File: config.mk
export PLATFORM = sky130hd
export DESIGN_NAME = scb_control_bank
export DESIGN_NICKNAME = d
export VERILOG_FILES = /design/src/include/scb_pkg.sv /design/src/rtl/scb_prescaler.sv /design/src/rtl/scb_control_bank.sv
export VERILOG_INCLUDE_DIRS = /design/src /design/src/include
export SDC_FILE = /design/constraint.sdc
export NUM_CORES = 1
export LEC_CHECK = 0
export ABC_AREA = 1
export ABC_CLOCK_PERIOD_IN_PS = 4600
export BUFFER_PORTS_ARGS = -buffer_cell sky130_fd_sc_hd__buf_2
export CORE_ASPECT_RATIO = 0.8
export CORE_MARGIN = 5
export CORE_UTILIZATION = 42
export DETAILED_ROUTE_END_ITERATION = 12
export PLACE_DENSITY = 0.71
export SLEW_MARGIN = 15
export SYNTH_ARGS = -nofsm -noshare
export SYNTH_HDL_FRONTEND = slang
export SYNTH_SLANG_ARGS = --single-unit
File: constraint.sdc
create_clock -name core_clk_in -period 4.6 [get_ports core_clk_in]
set_clock_uncertainty 0.15 [all_clocks]
set_input_delay 0.69 -clock core_clk_in [delete_from_list [all_inputs] [get_ports core_clk_in]]
set_output_delay 0.69 -clock core_clk_in [all_outputs]
set_load 0.005 [all_outputs]
File: src/include/scb_params.svh
// register indices, field positions, reset values and constants of the control bank
`ifndef SCB_PARAMS_SVH
`define SCB_PARAMS_SVH
// register indices; byte address is four times the index
`define SCB_IDX_SUPPLY 10'h0A7
`define SCB_IDX_IEM 10'h0A8
`define SCB_IDX_IEX 10'h0A9
`define SCB_IDX_ROSC 10'h0AF
`define SCB_IDX_PORT3 10'h0B0
`define SCB_IDX_LCD 10'h0B1
// writable bit masks
`define SCB_MASK_SUPPLY 8'h7F
`define SCB_MASK_IEM 8'hBF
`define SCB_MASK_IEX 8'h07
`define SCB_MASK_ROSC 8'h1F
`define SCB_MASK_PORT3 8'hFF
`define SCB_MASK_LCD 8'hFF
// reset values
`define SCB_RST_SUPPLY 8'h22
`define SCB_RST_IEM 8'h00
`define SCB_RST_IEX 8'h00
`define SCB_RST_ROSC 8'h0C
`define SCB_RST_PORT3 8'hFF
`define SCB_RST_LCD 8'h2F
// supply level control fields
`define SCB_SAVE_BIT 6
`define SCB_RUN_LSB 3
`define SCB_SLEEP_LSB 0
// main interrupt enable fields
`define SCB_GATE_BIT 7
`define SCB_T2_BIT 5
`define SCB_UART_BIT 4
`define SCB_T1_BIT 3
`define SCB_EX1_BIT 2
`define SCB_T0_BIT 1
`define SCB_EX0_BIT 0
// extended interrupt enable fields
`define SCB_EX2_BIT 2
`define SCB_P1_BIT 1
`define SCB_T3_BIT 0
// resistor oscillator control fields
`define SCB_SRC_BIT 4
`define SCB_PSC_LSB 2
`define SCB_CHAN_LSB 0
// lcd control fields
`define SCB_DISP_BIT 7
`define SCB_LCD_CLOCK_SOURCE_BIT 6
`define SCB_FMR_LSB 4
`define SCB_DUTY_BIT 3
`define SCB_SEG_LSB 0
// supply ratio in 1/300 of the battery
`define SCB_RATIO_BASE 9'h073
`define SCB_RATIO_STEP 9'h00B
`define SCB_RATIO_FULL 9'h12C
// bus answers
`define SCB_RESP_OKAY 2'h0
`define SCB_RESP_SLVERR 2'h2
`endif

File: src/include/scb_pkg.sv
// types shared by the control bank files
package scb_pkg;
  typedef struct packed {
    logic timer3;
    logic port1;
    logic ext2;
    logic timer2;
    logic uart;
    logic timer1;
    logic ext1;
    logic timer0;
    logic ext0;
  } scb_irq_t;
  typedef struct packed {
    logic ext2;
    logic ext1;
    logic ext0;
  } scb_wake_t;
  typedef enum logic [1:0] {
    SCB_PSC_DIV64,
    SCB_PSC_DIV16,
    SCB_PSC_DIV4,
    SCB_PSC_DIV1
  } scb_psc_t;
endpackage

File: src/rtl/scb_prescaler.sv
// divider from the resistor oscillator tick down to the timer0 count tick
`timescale 1ns/1ps
`default_nettype none
module scb_prescaler
  import scb_pkg::*;
#(
  parameter int DIV_W = 6
) (
  // clock and reset
  input wire logic core_clk_in,
  input wire logic sys_rst_in,
  // oscillator tick and division select
  input wire logic rosc_tick_in,
  input wire scb_psc_t rosc_prescale_in,
  // divided tick
  output logic div_tick_out
);
  logic [DIV_W-1:0] cnt_reg;
  logic [DIV_W-1:0] limit;

  if (DIV_W < 6) begin : g_chk
    $error("scb_prescaler: DIV_W must be at least 6");
  end

  always_comb begin
    unique case (rosc_prescale_in)
      SCB_PSC_DIV64: limit = DIV_W'(63);
      SCB_PSC_DIV16: limit = DIV_W'(15);
      SCB_PSC_DIV4: limit = DIV_W'(3);
      SCB_PSC_DIV1: limit = '0;
    endcase
  end

  // a lowered divide while mid-count restarts at once rather than wrapping
  always_ff @(posedge core_clk_in) begin
    if (sys_rst_in) begin
      cnt_reg <= '0;
      div_tick_out <= 1'b0;
    end else if (rosc_tick_in && cnt_reg >= limit) begin
      cnt_reg <= '0;
      div_tick_out <= 1'b1;
    end else begin
      if (rosc_tick_in) begin
        cnt_reg <= cnt_reg + DIV_W'(1);
      end
      div_tick_out <= 1'b0;
    end
  end
endmodule
`default_nettype wire

File: src/rtl/scb_control_bank.sv
// control register bank: supply level, interrupt enables, oscillator, port3, lcd
//
// The AXI4-Lite register port was decided locally.
`timescale 1ns/1ps
`default_nettype none
`include "scb_params.svh"

// Summary of operation
// - with save on, run level code sets supply 115/300 to 192/300; resets 100
// - separate sleep level code for idle/stop, same encoding, resets to 010
// - main enable bit 7 blocks every interrupt when zero
// - main enable bit 5 allows timer2 interrupts, resets zero
// - main enable bit 4 allows uart interrupts, resets zero
// - main enable holds timer1 bit and timer0 bit 1
// - main enable bit 2 allows line 1 interrupt and stop wake-up
// - main enable bit 0 allows line 0 interrupt and stop wake-up
// - extended enable bit 2 allows line 2 interrupt and stop wake-up
// - extended enable bit 1 allows port1 pin-change interrupt, resets zero
// - extended enable bit 0 allows timer3 interrupts, resets zero
// - in counter mode, bit 4 picks timer0 pin or prescaled oscillator
// - bits 3:2 divide oscillator by 64, 16, 4 or 1; resets 11
// - bits 1:0 pick resistor pin a, b or c; resets 00
// - lcd bit 7 turns display drive on, resets off
// - lcd bits 5:4 pick frame rate, 3 highest; resets 10
// - lcd bit 3 picks 1/3 duty at 0, 1/4 duty at 1
// - lcd bits 2:0: code 0 all I/O, code c makes top c+1 port0 pins segments
module scb_control_bank
  import scb_pkg::*;
#(
  parameter int ADDR_W = 12,
  parameter int DIV_W = 6
) (
  // clock and reset
  input wire logic core_clk_in,
  input wire logic sys_rst_in,
  // axi4-lite write address
  input wire logic [ADDR_W-1:0] s_axi_awaddr_in,
  input wire logic [2:0] s_axi_awprot_in,
  input wire logic s_axi_awvalid_in,
  output logic s_axi_awready_out,
  // axi4-lite write data
  input wire logic [31:0] s_axi_wdata_in,
  input wire logic [3:0] s_axi_wstrb_in,
  input wire logic s_axi_wvalid_in,
  output logic s_axi_wready_out,
  // axi4-lite write response
  output logic [1:0] s_axi_bresp_out,
  output logic s_axi_bvalid_out,
  input wire logic s_axi_bready_in,
  // axi4-lite read address
  input wire logic [ADDR_W-1:0] s_axi_araddr_in,
  input wire logic [2:0] s_axi_arprot_in,
  input wire logic s_axi_arvalid_in,
  output logic s_axi_arready_out,
  // axi4-lite read data
  output logic [31:0] s_axi_rdata_out,
  output logic [1:0] s_axi_rresp_out,
  output logic s_axi_rvalid_out,
  input wire logic s_axi_rready_in,
  // power mode status
  input wire logic sleep_mode_in,
  input wire logic stop_mode_in,
  // interrupt requests in and gated requests out
  input wire scb_irq_t irq_req_in,
  output scb_irq_t irq_req_out,
  // external line levels and stop wake-up
  input wire scb_wake_t ext_line_active_in,
  output logic stop_wake_out,
  // timer0 count source
  input wire logic timer0_counter_mode_in,
  input wire logic timer0_pin_in,
  input wire logic rosc_tick_in,
  output logic timer0_count_tick_out,
  output logic [2:0] rosc_resistor_pin_out,
  // supply regulator
  output logic supply_save_select_out,
  output logic [8:0] vdd_ratio_num_out,
  // lcd controller
  output logic display_on_out,
  output logic lcd_clock_source_out,
  output logic [1:0] lcd_frame_rate_sel_out,
  output logic lcd_duty_select_out,
  output logic [7:0] port0_segment_mask_out,
  // port3 latch
  output logic [7:0] port3_data_out
);

  ////////////////////////////////////////////////////////////////////////////
  // parameter checks and declarations
  if (ADDR_W < 12 || ADDR_W > 32) begin : g_chk
    $error("scb_control_bank: ADDR_W must lie in 12..32");
  end

  typedef enum logic {SCB_WR_IDLE, SCB_WR_RESP} scb_wr_state_t;

  scb_wr_state_t wr_state_reg;
  logic aw_have_reg;
  logic w_have_reg;
  logic [9:0] wr_idx_reg;
  logic [7:0] wr_data_reg;
  logic wr_lane_reg;
  logic [7:0] supply_reg;
  logic [7:0] iem_reg;
  logic [7:0] iex_reg;
  logic [7:0] rosc_reg;
  logic [7:0] port3_reg;
  logic [7:0] lcd_reg;
  logic [7:0] rd_value;
  logic rd_hit;
  logic wr_hit;
  logic wr_fire;
  logic [9:0] ar_idx;
  logic [2:0] run_lvl;
  logic [2:0] sleep_lvl;
  logic [2:0] act_lvl;
  logic [2:0] seg_code;
  scb_irq_t irq_en;
  logic pin_d_reg;
  logic pin_fall;
  logic presc_tick;

  ////////////////////////////////////////////////////////////////////////////
  // write channel: address and data taken in either order
  assign wr_fire = aw_have_reg && w_have_reg && (wr_state_reg == SCB_WR_IDLE);

  always_comb begin
    unique case (wr_idx_reg)
      `SCB_IDX_SUPPLY, `SCB_IDX_IEM, `SCB_IDX_IEX,
      `SCB_IDX_ROSC, `SCB_IDX_PORT3, `SCB_IDX_LCD: wr_hit = 1'b1;
      default: wr_hit = 1'b0;
    endcase
  end

  always_ff @(posedge core_clk_in) begin
    if (sys_rst_in) begin
      aw_have_reg <= 1'b0;
      wr_idx_reg <= 10'h000;
      s_axi_awready_out <= 1'b1;
    end else if (s_axi_awvalid_in && s_axi_awready_out) begin
      aw_have_reg <= 1'b1;
      wr_idx_reg <= s_axi_awaddr_in[11:2];
      s_axi_awready_out <= 1'b0;
    end else if (s_axi_bvalid_out && s_axi_bready_in) begin
      s_axi_awready_out <= 1'b1;
    end else if (wr_fire) begin
      aw_have_reg <= 1'b0;
    end
  end

  always_ff @(posedge core_clk_in) begin
    if (sys_rst_in) begin
      w_have_reg <= 1'b0;
      wr_data_reg <= 8'h00;
      wr_lane_reg <= 1'b0;
      s_axi_wready_out <= 1'b1;
    end else if (s_axi_wvalid_in && s_axi_wready_out) begin
      w_have_reg <= 1'b1;
      wr_data_reg <= s_axi_wdata_in[7:0];
      wr_lane_reg <= s_axi_wstrb_in[0];
      s_axi_wready_out <= 1'b0;
    end else if (s_axi_bvalid_out && s_axi_bready_in) begin
      s_axi_wready_out <= 1'b1;
    end else if (wr_fire) begin
      w_have_reg <= 1'b0;
    end
  end

  always_ff @(posedge core_clk_in) begin
    if (sys_rst_in) begin
      wr_state_reg <= SCB_WR_IDLE;
      s_axi_bvalid_out <= 1'b0;
      s_axi_bresp_out <= `SCB_RESP_OKAY;
    end else begin
      unique case (wr_state_reg)
        SCB_WR_IDLE: begin
          if (wr_fire) begin
            wr_state_reg <= SCB_WR_RESP;
            s_axi_bvalid_out <= 1'b1;
            s_axi_bresp_out <= wr_hit ? `SCB_RESP_OKAY : `SCB_RESP_SLVERR;
          end
        end
        SCB_WR_RESP: begin
          if (s_axi_bready_in) begin
            wr_state_reg <= SCB_WR_IDLE;
            s_axi_bvalid_out <= 1'b0;
          end
        end
      endcase
    end
  end

  ////////////////////////////////////////////////////////////////////////////
  // register storage; only byte lane 0 carries data
  always_ff @(posedge core_clk_in) begin
    if (sys_rst_in) begin
      supply_reg <= `SCB_RST_SUPPLY;
      iem_reg <= `SCB_RST_IEM;
      iex_reg <= `SCB_RST_IEX;
      rosc_reg <= `SCB_RST_ROSC;
      port3_reg <= `SCB_RST_PORT3;
      lcd_reg <= `SCB_RST_LCD;
    end else if (wr_fire && wr_lane_reg) begin
      unique case (wr_idx_reg)
        `SCB_IDX_SUPPLY: supply_reg <= wr_data_reg & `SCB_MASK_SUPPLY;
        `SCB_IDX_IEM: iem_reg <= wr_data_reg & `SCB_MASK_IEM;
        `SCB_IDX_IEX: iex_reg <= wr_data_reg & `SCB_MASK_IEX;
        `SCB_IDX_ROSC: rosc_reg <= wr_data_reg & `SCB_MASK_ROSC;
        `SCB_IDX_PORT3: port3_reg <= wr_data_reg & `SCB_MASK_PORT3;
        `SCB_IDX_LCD: lcd_reg <= wr_data_reg & `SCB_MASK_LCD;
        default: ;
      endcase
    end
  end

  ////////////////////////////////////////////////////////////////////////////
  // read channel: one cycle from address to data
  assign ar_idx = s_axi_araddr_in[11:2];

  always_comb begin
    rd_hit = 1'b1;
    unique case (ar_idx)
      `SCB_IDX_SUPPLY: rd_value = supply_reg;
      `SCB_IDX_IEM: rd_value = iem_reg;
      `SCB_IDX_IEX: rd_value = iex_reg;
      `SCB_IDX_ROSC: rd_value = rosc_reg;
      `SCB_IDX_PORT3: rd_value = port3_reg;
      `SCB_IDX_LCD: rd_value = lcd_reg;
      default: begin
        rd_value = 8'h00;
        rd_hit = 1'b0;
      end
    endcase
  end

  always_ff @(posedge core_clk_in) begin
    if (sys_rst_in) begin
      s_axi_arready_out <= 1'b1;
      s_axi_rvalid_out <= 1'b0;
      s_axi_rdata_out <= 32'h0000_0000;
      s_axi_rresp_out <= `SCB_RESP_OKAY;
    end else if (s_axi_arvalid_in && s_axi_arready_out) begin
      s_axi_arready_out <= 1'b0;
      s_axi_rvalid_out <= 1'b1;
      s_axi_rdata_out <= {24'h00_0000, rd_value};
      s_axi_rresp_out <= rd_hit ? `SCB_RESP_OKAY : `SCB_RESP_SLVERR;
    end else if (s_axi_rvalid_out && s_axi_rready_in) begin
      s_axi_arready_out <= 1'b1;
      s_axi_rvalid_out <= 1'b0;
    end
  end

  ////////////////////////////////////////////////////////////////////////////
  // supply regulator level
  assign run_lvl = supply_reg[`SCB_RUN_LSB +: 3];
  assign sleep_lvl = supply_reg[`SCB_SLEEP_LSB +: 3];
  // idle and stop share the sleep level, so either mode flag selects it
  assign act_lvl = (sleep_mode_in || stop_mode_in) ? sleep_lvl : run_lvl;

  always_ff @(posedge core_clk_in) begin
    if (sys_rst_in) begin
      supply_save_select_out <= 1'b0;
      vdd_ratio_num_out <= `SCB_RATIO_FULL;
    end else begin
      supply_save_select_out <= supply_reg[`SCB_SAVE_BIT];
      if (supply_reg[`SCB_SAVE_BIT]) begin
        vdd_ratio_num_out <= `SCB_RATIO_BASE + `SCB_RATIO_STEP * {6'h00, act_lvl};
      end else begin
        vdd_ratio_num_out <= `SCB_RATIO_FULL;
      end
    end
  end

  ////////////////////////////////////////////////////////////////////////////
  // interrupt gating and stop wake-up
  always_comb begin
    irq_en.timer3 = iex_reg[`SCB_T3_BIT];
    irq_en.port1 = iex_reg[`SCB_P1_BIT];
    irq_en.ext2 = iex_reg[`SCB_EX2_BIT];
    irq_en.timer2 = iem_reg[`SCB_T2_BIT];
    irq_en.uart = iem_reg[`SCB_UART_BIT];
    irq_en.timer1 = iem_reg[`SCB_T1_BIT];
    irq_en.ext1 = iem_reg[`SCB_EX1_BIT];
    irq_en.timer0 = iem_reg[`SCB_T0_BIT];
    irq_en.ext0 = iem_reg[`SCB_EX0_BIT];
  end

  always_ff @(posedge core_clk_in) begin
    if (sys_rst_in) begin
      irq_req_out <= '0;
    end else if (iem_reg[`SCB_GATE_BIT]) begin
      irq_req_out <= irq_req_in & irq_en;
    end else begin
      irq_req_out <= '0;
    end
  end

  // wake-up follows the line's own enable only; the global gate stays out of it
  always_ff @(posedge core_clk_in) begin
    if (sys_rst_in) begin
      stop_wake_out <= 1'b0;
    end else begin
      stop_wake_out <= stop_mode_in && ((ext_line_active_in.ext2 && irq_en.ext2) ||
                                        (ext_line_active_in.ext1 && irq_en.ext1) ||
                                        (ext_line_active_in.ext0 && irq_en.ext0));
    end
  end

  ////////////////////////////////////////////////////////////////////////////
  // timer0 count source and resistor channel
  scb_prescaler #(
    .DIV_W(DIV_W)
  ) u_prescaler (
    .core_clk_in(core_clk_in),
    .sys_rst_in(sys_rst_in),
    .rosc_tick_in(rosc_tick_in),
    .rosc_prescale_in(scb_psc_t'(rosc_reg[`SCB_PSC_LSB +: 2])),
    .div_tick_out(presc_tick)
  );

  assign pin_fall = pin_d_reg && !timer0_pin_in;

  always_ff @(posedge core_clk_in) begin
    if (sys_rst_in) begin
      pin_d_reg <= 1'b0;
      timer0_count_tick_out <= 1'b0;
    end else begin
      pin_d_reg <= timer0_pin_in;
      if (!timer0_counter_mode_in) begin
        timer0_count_tick_out <= 1'b0;
      end else if (rosc_reg[`SCB_SRC_BIT]) begin
        timer0_count_tick_out <= presc_tick;
      end else begin
        timer0_count_tick_out <= pin_fall;
      end
    end
  end

  // code 11 is unassigned and connects no pin
  always_ff @(posedge core_clk_in) begin
    if (sys_rst_in) begin
      rosc_resistor_pin_out <= 3'h1;
    end else begin
      unique case (rosc_reg[`SCB_CHAN_LSB +: 2])
        2'h0: rosc_resistor_pin_out <= 3'h1;
        2'h1: rosc_resistor_pin_out <= 3'h2;
        2'h2: rosc_resistor_pin_out <= 3'h4;
        2'h3: rosc_resistor_pin_out <= 3'h0;
      endcase
    end
  end

  ////////////////////////////////////////////////////////////////////////////
  // lcd and port outputs
  assign seg_code = lcd_reg[`SCB_SEG_LSB +: 3];

  always_ff @(posedge core_clk_in) begin
    if (sys_rst_in) begin
      display_on_out <= 1'b0;
      lcd_clock_source_out <= 1'b0;
      lcd_frame_rate_sel_out <= 2'h2;
      lcd_duty_select_out <= 1'b1;
      port0_segment_mask_out <= 8'hFF;
      port3_data_out <= `SCB_RST_PORT3;
    end else begin
      display_on_out <= lcd_reg[`SCB_DISP_BIT];
      lcd_clock_source_out <= lcd_reg[`SCB_LCD_CLOCK_SOURCE_BIT];
      lcd_frame_rate_sel_out <= lcd_reg[`SCB_FMR_LSB +: 2];
      lcd_duty_select_out <= lcd_reg[`SCB_DUTY_BIT];
      if (seg_code == 3'h0) begin
        port0_segment_mask_out <= 8'h00;
      end else begin
        port0_segment_mask_out <= ~(8'hFF >> ({1'b0, seg_code} + 4'h1));
      end
      port3_data_out <= port3_reg;
    end
  end

  ////////////////////////////////////////////////////////////////////////////
  // checks
  AST_RUN_LEVEL: assert property (@(posedge core_clk_in) disable iff (sys_rst_in)
    (supply_reg[`SCB_SAVE_BIT] && !sleep_mode_in && !stop_mode_in)
      |=> vdd_ratio_num_out == `SCB_RATIO_BASE + `SCB_RATIO_STEP * {6'h00, $past(run_lvl)})
    else $error("run supply ratio wrong");

  AST_SAVE_OFF: assert property (@(posedge core_clk_in) disable iff (sys_rst_in)
    !supply_reg[`SCB_SAVE_BIT] |=> vdd_ratio_num_out == `SCB_RATIO_FULL)
    else $error("supply not equal to battery with save off");

  AST_SLEEP_LEVEL: assert property (@(posedge core_clk_in) disable iff (sys_rst_in)
    (supply_reg[`SCB_SAVE_BIT] && (sleep_mode_in || stop_mode_in))
      |=> vdd_ratio_num_out == `SCB_RATIO_BASE + `SCB_RATIO_STEP * {6'h00, $past(sleep_lvl)})
    else $error("sleep supply ratio wrong");

  AST_GATE_BLOCKS: assert property (@(posedge core_clk_in) disable iff (sys_rst_in)
    !iem_reg[`SCB_GATE_BIT] |=> irq_req_out == '0)
    else $error("interrupt passed with global gate low");

  AST_TIMER2_PASS: assert property (@(posedge core_clk_in) disable iff (sys_rst_in)
    (iem_reg[`SCB_GATE_BIT] && irq_req_in.timer2)
      |=> irq_req_out.timer2 == $past(iem_reg[`SCB_T2_BIT]))
    else $error("timer2 request not gated by its enable");

  AST_UART_PASS: assert property (@(posedge core_clk_in) disable iff (sys_rst_in)
    (iem_reg[`SCB_GATE_BIT] && irq_req_in.uart) |=> irq_req_out.uart == $past(iem_reg[`SCB_UART_BIT]))
    else $error("uart request not gated by its enable");

  AST_LINE0_WAKE: assert property (@(posedge core_clk_in) disable iff (sys_rst_in)
    (stop_mode_in && ext_line_active_in.ext0 && iem_reg[`SCB_EX0_BIT]) |=> stop_wake_out)
    else $error("line 0 wake-up missed");

  AST_LINE2_WAKE: assert property (@(posedge core_clk_in) disable iff (sys_rst_in)
    (stop_mode_in && ext_line_active_in.ext2 && iex_reg[`SCB_EX2_BIT]) |=> stop_wake_out)
    else $error("line 2 wake-up missed");

  AST_PIN_SOURCE: assert property (@(posedge core_clk_in) disable iff (sys_rst_in)
    (timer0_counter_mode_in && !rosc_reg[`SCB_SRC_BIT] && pin_fall) |=> timer0_count_tick_out)
    else $error("pin edge did not count");

  AST_SEG_ALL: assert property (@(posedge core_clk_in) disable iff (sys_rst_in)
    (seg_code == 3'h7) |=> port0_segment_mask_out == 8'hFF)
    else $error("code 7 did not select all segments");

  AST_RESERVED_ZERO: assert property (@(posedge core_clk_in) disable iff (sys_rst_in)
    (s_axi_arvalid_in && s_axi_arready_out && ar_idx == `SCB_IDX_IEM) |=> s_axi_rdata_out[6] == 1'b0)
    else $error("unassigned bit read as one");

endmodule
`default_nettype wire

======== Word-level counts from Yosys, hierarchy flattened ========
Cells that the tools add are included.
storage, ports and cells
  register bits ........................... 130
  bits of input ports ..................... 90
  logic and storage cells ................. 147
operators by class
  $add $sub $neg .......................... 3
  multiply operators ...................... 1
  order comparisons ....................... 1
  equality and inequality tests ........... 22
  shifts and indexed selects .............. 1
  multiplexer cells ....................... 28
  bitwise operators ....................... 6
  reductions and logical operators ........ 42
operators with widths
  cell                                                                     number
  10-bit by 8-bit equality test with 1-bit output (second input constant)  12
  8-bit one-hot mux with 6 select lines                                    1
  6-bit one-hot mux with 4 select lines                                    1
  2-bit AND reduction                                                      10
  1-bit 2-to-1 mux                                                         19
  1-bit logical AND                                                        14
  3-bit one-hot mux with 4 select lines                                    1
  6-bit OR reduction                                                       2
  2-bit nonzero test                                                       5
  9-bit AND                                                                1
  7-bit by 7-bit adder with 8-bit output (first input constant)            1
  2-bit equality test (second input constant)                              4
  8-bit 2-to-1 mux                                                         1
  2-bit != test (second input constant)                                    4
  8-bit inverter                                                           1
  2-bit OR reduction                                                       4
  8-bit by 4-bit right shift with 8-bit output (first input constant)      1
  4-bit by 3-bit multiplier with 7-bit output (first input constant)       1
  6-bit by 1-bit adder with 6-bit output (second input constant)           1
  6-bit greater-or-equal comparator                                        1
  3-bit by 1-bit adder with 4-bit output (second input constant)           1
  2-bit by 1-bit equality test with 1-bit output (second input constant)   2
  2-bit logical NOT                                                        2
  2-bit 2-to-1 mux                                                         2
  other kinds (6)                                                          12

======== Depth between registers and ports, before layout ========
  depth after elaboration ................. 5
  mapped depth ............................ 15
  depth with buffers taken out ............ 15

======== Hierarchy ========
Synthesis repeated with hierarchy kept, for this count alone.
second synthesis, totals
  cells, all modules ...................... 687
  area total of the unflattened synthesis .. 5500.3 um^2
by module, submodules not included
  module            times used  cells each  area an instance (um^2)
  scb_control_bank  1           628         5029.8
  scb_prescaler     1           59          470.5

======== Least setup slack after synthesis ========
OpenSTA, ideal clock, no wires.
  path kind ............................... input to register
  from .................................... input stop_mode_in
  to ...................................... register vdd_ratio_num_out[6]
  setup time .............................. 70 ps
  arrival time ............................ 2533 ps
  required time ........................... 4380 ps
  path slack .............................. 1847 ps
  stages .................................. 11
  buffers on the path ..................... 0
  cells stage by stage .................... nor2_4 -> nand2_1 -> o21a_1 -> ha_1 -> ha_1 -> ha_1 -> nand2_1 -> a21oi_1 -> a211oi_1 -> nand3b_1 -> a21oi_1
on the way
  cells in the longest elaborated chain, start to end .. 4
RTL lines
  element                                                RTL line                 RTL
  start: declaration                                     scb_control_bank.sv:62   input wire logic stop_mode_in,
  1-bit logical OR                                       scb_control_bank.sv:257  assign act_lvl = (sleep_mode_in || stop_mode_in) ? sleep_lvl : run_lvl;
  3-bit 2-to-1 mux                                       scb_control_bank.sv:257
  4-bit by 3-bit multiplier with 7-bit output (no line)  --
  7-bit by 7-bit adder with 8-bit output (no line)       --
  end signal: assignment                                 scb_control_bank.sv:262  vdd_ratio_num_out <= `SCB_RATIO_FULL;
  end signal: assignment                                 scb_control_bank.sv:266  vdd_ratio_num_out <= `SCB_RATIO_BASE + `SCB_RATIO_STEP * {6'h00, act_lvl};
  end signal: assignment                                 scb_control_bank.sv:268  vdd_ratio_num_out <= `SCB_RATIO_FULL;
  end: declaration                                       scb_control_bank.sv:77   output logic [8:0] vdd_ratio_num_out,
No other way between the ends.
A chain may end at the register's enable or synchronous reset.

======== Worst setup path after layout ========
Ends and elaborated chain as after synthesis.

==> flow_metrics.env <==
export IMPL_status="completed"
export IMPL_synth_warnings=0
export IMPL_detailedRoute_firstIterationViolations=410
export IMPL_p_leak_uw=0.00312
export IMPL_synth_top_cell_area_share_pct=46.9
export IMPL_coreArea_um2=12800
export IMPL_finalWirelength_um=13700
export IMPL_post_cts_repair_setup_buffers=0
export IMPL_ys_seq_area_share_pct=46.9
export IMPL_power_frac_clock_pct=51.3
export IMPL_hp_class="flip-flop to flip-flop"
export IMPL_drc_errors=0
export IMPL_hpwl_um=10100
export IMPL_grt_max_degree=54
export IMPL_p_seq_share_pct=42.6
export IMPL_largest_reg_flops=10
export IMPL_port_buffers=112
export IMPL_max_stage_delay_ns=0.34
export IMPL_cellPowerDensity_nw_per_um2=405
export IMPL_finalCriticalPeriod_ns=2.70
export IMPL_final_setup_worst_slack_ns=1.90
export IMPL_synth_area_top_cells="dfxtp_1 47%, nand2_1 7.2%, o21ai_0 5.9%, nor2_1 5.7%, a21oi_1 4.9%"
export IMPL_ys_ff_latch=127
export IMPL_wl_per_cell_um=14.0
export IMPL_crit_chain="buf_2 > nor2_4 > nand2_1 > o21ai_0 > inv_1 > ha_1 > ha_1 > ha_1 > nand2_1 > a21oi_1 > a211oi_1 > nand3b_1 > a21oi_1"
export IMPL_fin_crit_sh_pct=58.8
export IMPL_place_area_um2=6010
export IMPL_areaGrowthSynthToFinish_pct=22.2
export IMPL_gr_usage_met2_pct=26.4
export IMPL_drv_cap=0
export IMPL_gr_total_overflow=0
export IMPL_die_h_um=112
export IMPL_critPathCaptureType="flip-flop"
export IMPL_ctsResizeCount=0
export IMPL_synth_area_um2=5420
export IMPL_cp_data_required_time_ns=4.79
export IMPL_ant_nets=0
export IMPL_max_slew_margin_pct=41.1
export IMPL_cts_hold_fix_buffers=0
export IMPL_crit_fanout=6
export IMPL_top_usage_layer="met1"
export IMPL_pre_cts_ws_ns=1.49
export IMPL_vias=4678
export IMPL_synthFlopType="dfxtp_1"
export IMPL_grt_use_total_pct=18.4
export IMPL_cp_common_cell="ha_1"
export IMPL_antenna_found_initial=0
export IMPL_firstDrtPassIters=5
export IMPL_final_cell_mix="127 x dfxtp_1, 112 x buf_2, 104 x nand2_1"
export IMPL_switching_share_pct=23.2
export IMPL_synth_edff_count=0
export IMPL_async_reset_ff_share_pct=0
export IMPL_clkLatencyLatePin_ns=0.41
export IMPL_layout_drive_gt1_share_pct=23.4
export IMPL_use_met3_pct=5.96
export IMPL_grt_pass1_vias=4526
export IMPL_crit_path_top_delay_cell="ha_1"
export IMPL_worst_pin_slew_ns=0.882
export IMPL_cts_tree="built"
export IMPL_timing_hold_ws_ns=0.304
export IMPL_drv_slew=0
export IMPL_hold_viol_final=0
export IMPL_start_util_pct=42.5
export IMPL_numCtsBuffers=17
export IMPL_die_w_um=137
export IMPL_internal_power_uw=2060
export IMPL_grt_setup_unrepaired="no"
export IMPL_combPwrFrac_pct=6.1
export IMPL_final_common_cell="dfxtp_1"
export IMPL_yosys_area_top_type="dfxtp_1"
export IMPL_ys_types=45
export IMPL_use_met1_pct=26.7
export IMPL_cts_root_buffer_cell="clkbuf_16"
export IMPL_cp_arrival_ns=2.90
export IMPL_final_setup_tns_ns=0
export IMPL_syn_inst=682
export IMPL_num_rows=37
export IMPL_synth_area_per_cell_um2=7.95
export IMPL_fin_area_um2=6630
export IMPL_place_gp_congestion=0.911
export IMPL_clk_path_buf_depth=2
export IMPL_totalPowerFinal_uw=2680
export IMPL_cts_clk_slew_worst_paths_ns=0.06
export IMPL_setup_viol=0
export IMPL_startpoint_type="input port"
export IMPL_peakVddDrop_uv=322
export IMPL_nets=899
export IMPL_fmax_mhz=370
export IMPL_pin_count=176
export IMPL_critPathKind="input port to flip-flop"
export IMPL_cts_sinks=127
export IMPL_grt_pass1_wl_um=22300
export IMPL_routed_via_density=4.77
export IMPL_die_area_um2=15300
export IMPL_htreeDepth=4
export IMPL_insertedDiodeCount=0
export IMPL_p_sw_uw=621
[synthesized netlist by cell type (2+ instances only)]
master and n:
a21oi_1 53, nand3_1 29, o21ai_0 64, buf_2 6
nor3_1 5, o21ai_1 2, nand4_1 14, buf_4 27
o211ai_2 8, or2_2 9, buf_6 2, and2_1 2
ha_1 15, nor2_2 7, xor2_1 2, nor2_4 4
dfxtp_1 127, nor2_1 83, o21bai_1 2, o211ai_1 8
nor3b_1 2, nand3b_1 3, clkbuf_1 11, nand2_2 3
inv_2 5, nand2_1 104, inv_1 65, o22ai_1 3
[layout make-up]
cell class | instances | area (um^2)
Clock buffer | 19 | 453
Clock inverter | 13 | 161
Fill cell | 1266 | 6150
Inverter | 71 | 268
Multi-Input combinational cell | 462 | 2410
Sequential cell | 127 | 2540
Tap cell | 175 | 219
Timing Repair Buffer | 114 | 576
[power by group through the flow]
stage	logic [uW]	registers (uW)	clock network [uW]
6_report	165	1140	1380
4_1_cts	165	1140	1400
5_1_grt	189	1150	1460
3_5_place_dp	164	1170	0
3_3_place_gp	162	1170	0
2_1_floorplan	123	1160	0
[stage by stage]
step	util, %	cells
2_1_floorplan	-	707
3_3_place_gp	47.1	949
3_5_place_dp	47.1	949
4_1_cts	51.9	981
5_1_grt	51.9	981
6_report	51.9	981
[routing by layer]
layer	wire length, um	part of all wire (%)	vias to the layer above
met2	5680	41	176
met4	170	1.2	0
li1	-	-	2413
met1	6740	49	2067
met5	0	0	-
met3	1160	8.5	22
[worst max-delay path, delay by kind of cell]
family                     cells  cell delay (ns)
AOI/OAI and AO/OA              4             0.60
adders and majority gates      3             0.91
buffers and inverters          2             0.23
and+or+nand+nor                4             0.47
[worst paths after layout]
path / from / end / slack, ns / cells after the start
worst min register to register: pin_d_reg$_SDFF_PP0_ / timer0_count_tick_out$_SDFF_PP0_ / 0.30 / 2
worst max register to register: supply_reg[0]$_SDFFE_PP0P_ / vdd_ratio_num_out[6]$_SDFF_PP0_ / 2.06 / 10
worst max-delay path: stop_mode_in / vdd_ratio_num_out[6]$_SDFF_PP0_ / 1.90 / 13
worst min-delay path: pin_d_reg$_SDFF_PP0_ / timer0_count_tick_out$_SDFF_PP0_ / 0.30 / 2
[kinds of logic (layout without fill, tap and decap cells)]
logic type               count (synthesis)  after routing  synth area share, %
AND/OR/NAND/NOR                        270            270                 22.7
XOR/XNOR                                 3              3                0.485
buffers and inverters                  118            217                 10.5
other                                    1             26               0.0691
multiplexers                             1              1                0.185
AO/OA/AOI/OAI                          146            146                 15.4
adder cells (fa/ha/maj)                 16             16                 3.83
flip-flops                             127            127                 46.9
Note: power is estimated with default switching activity, not from simulation.
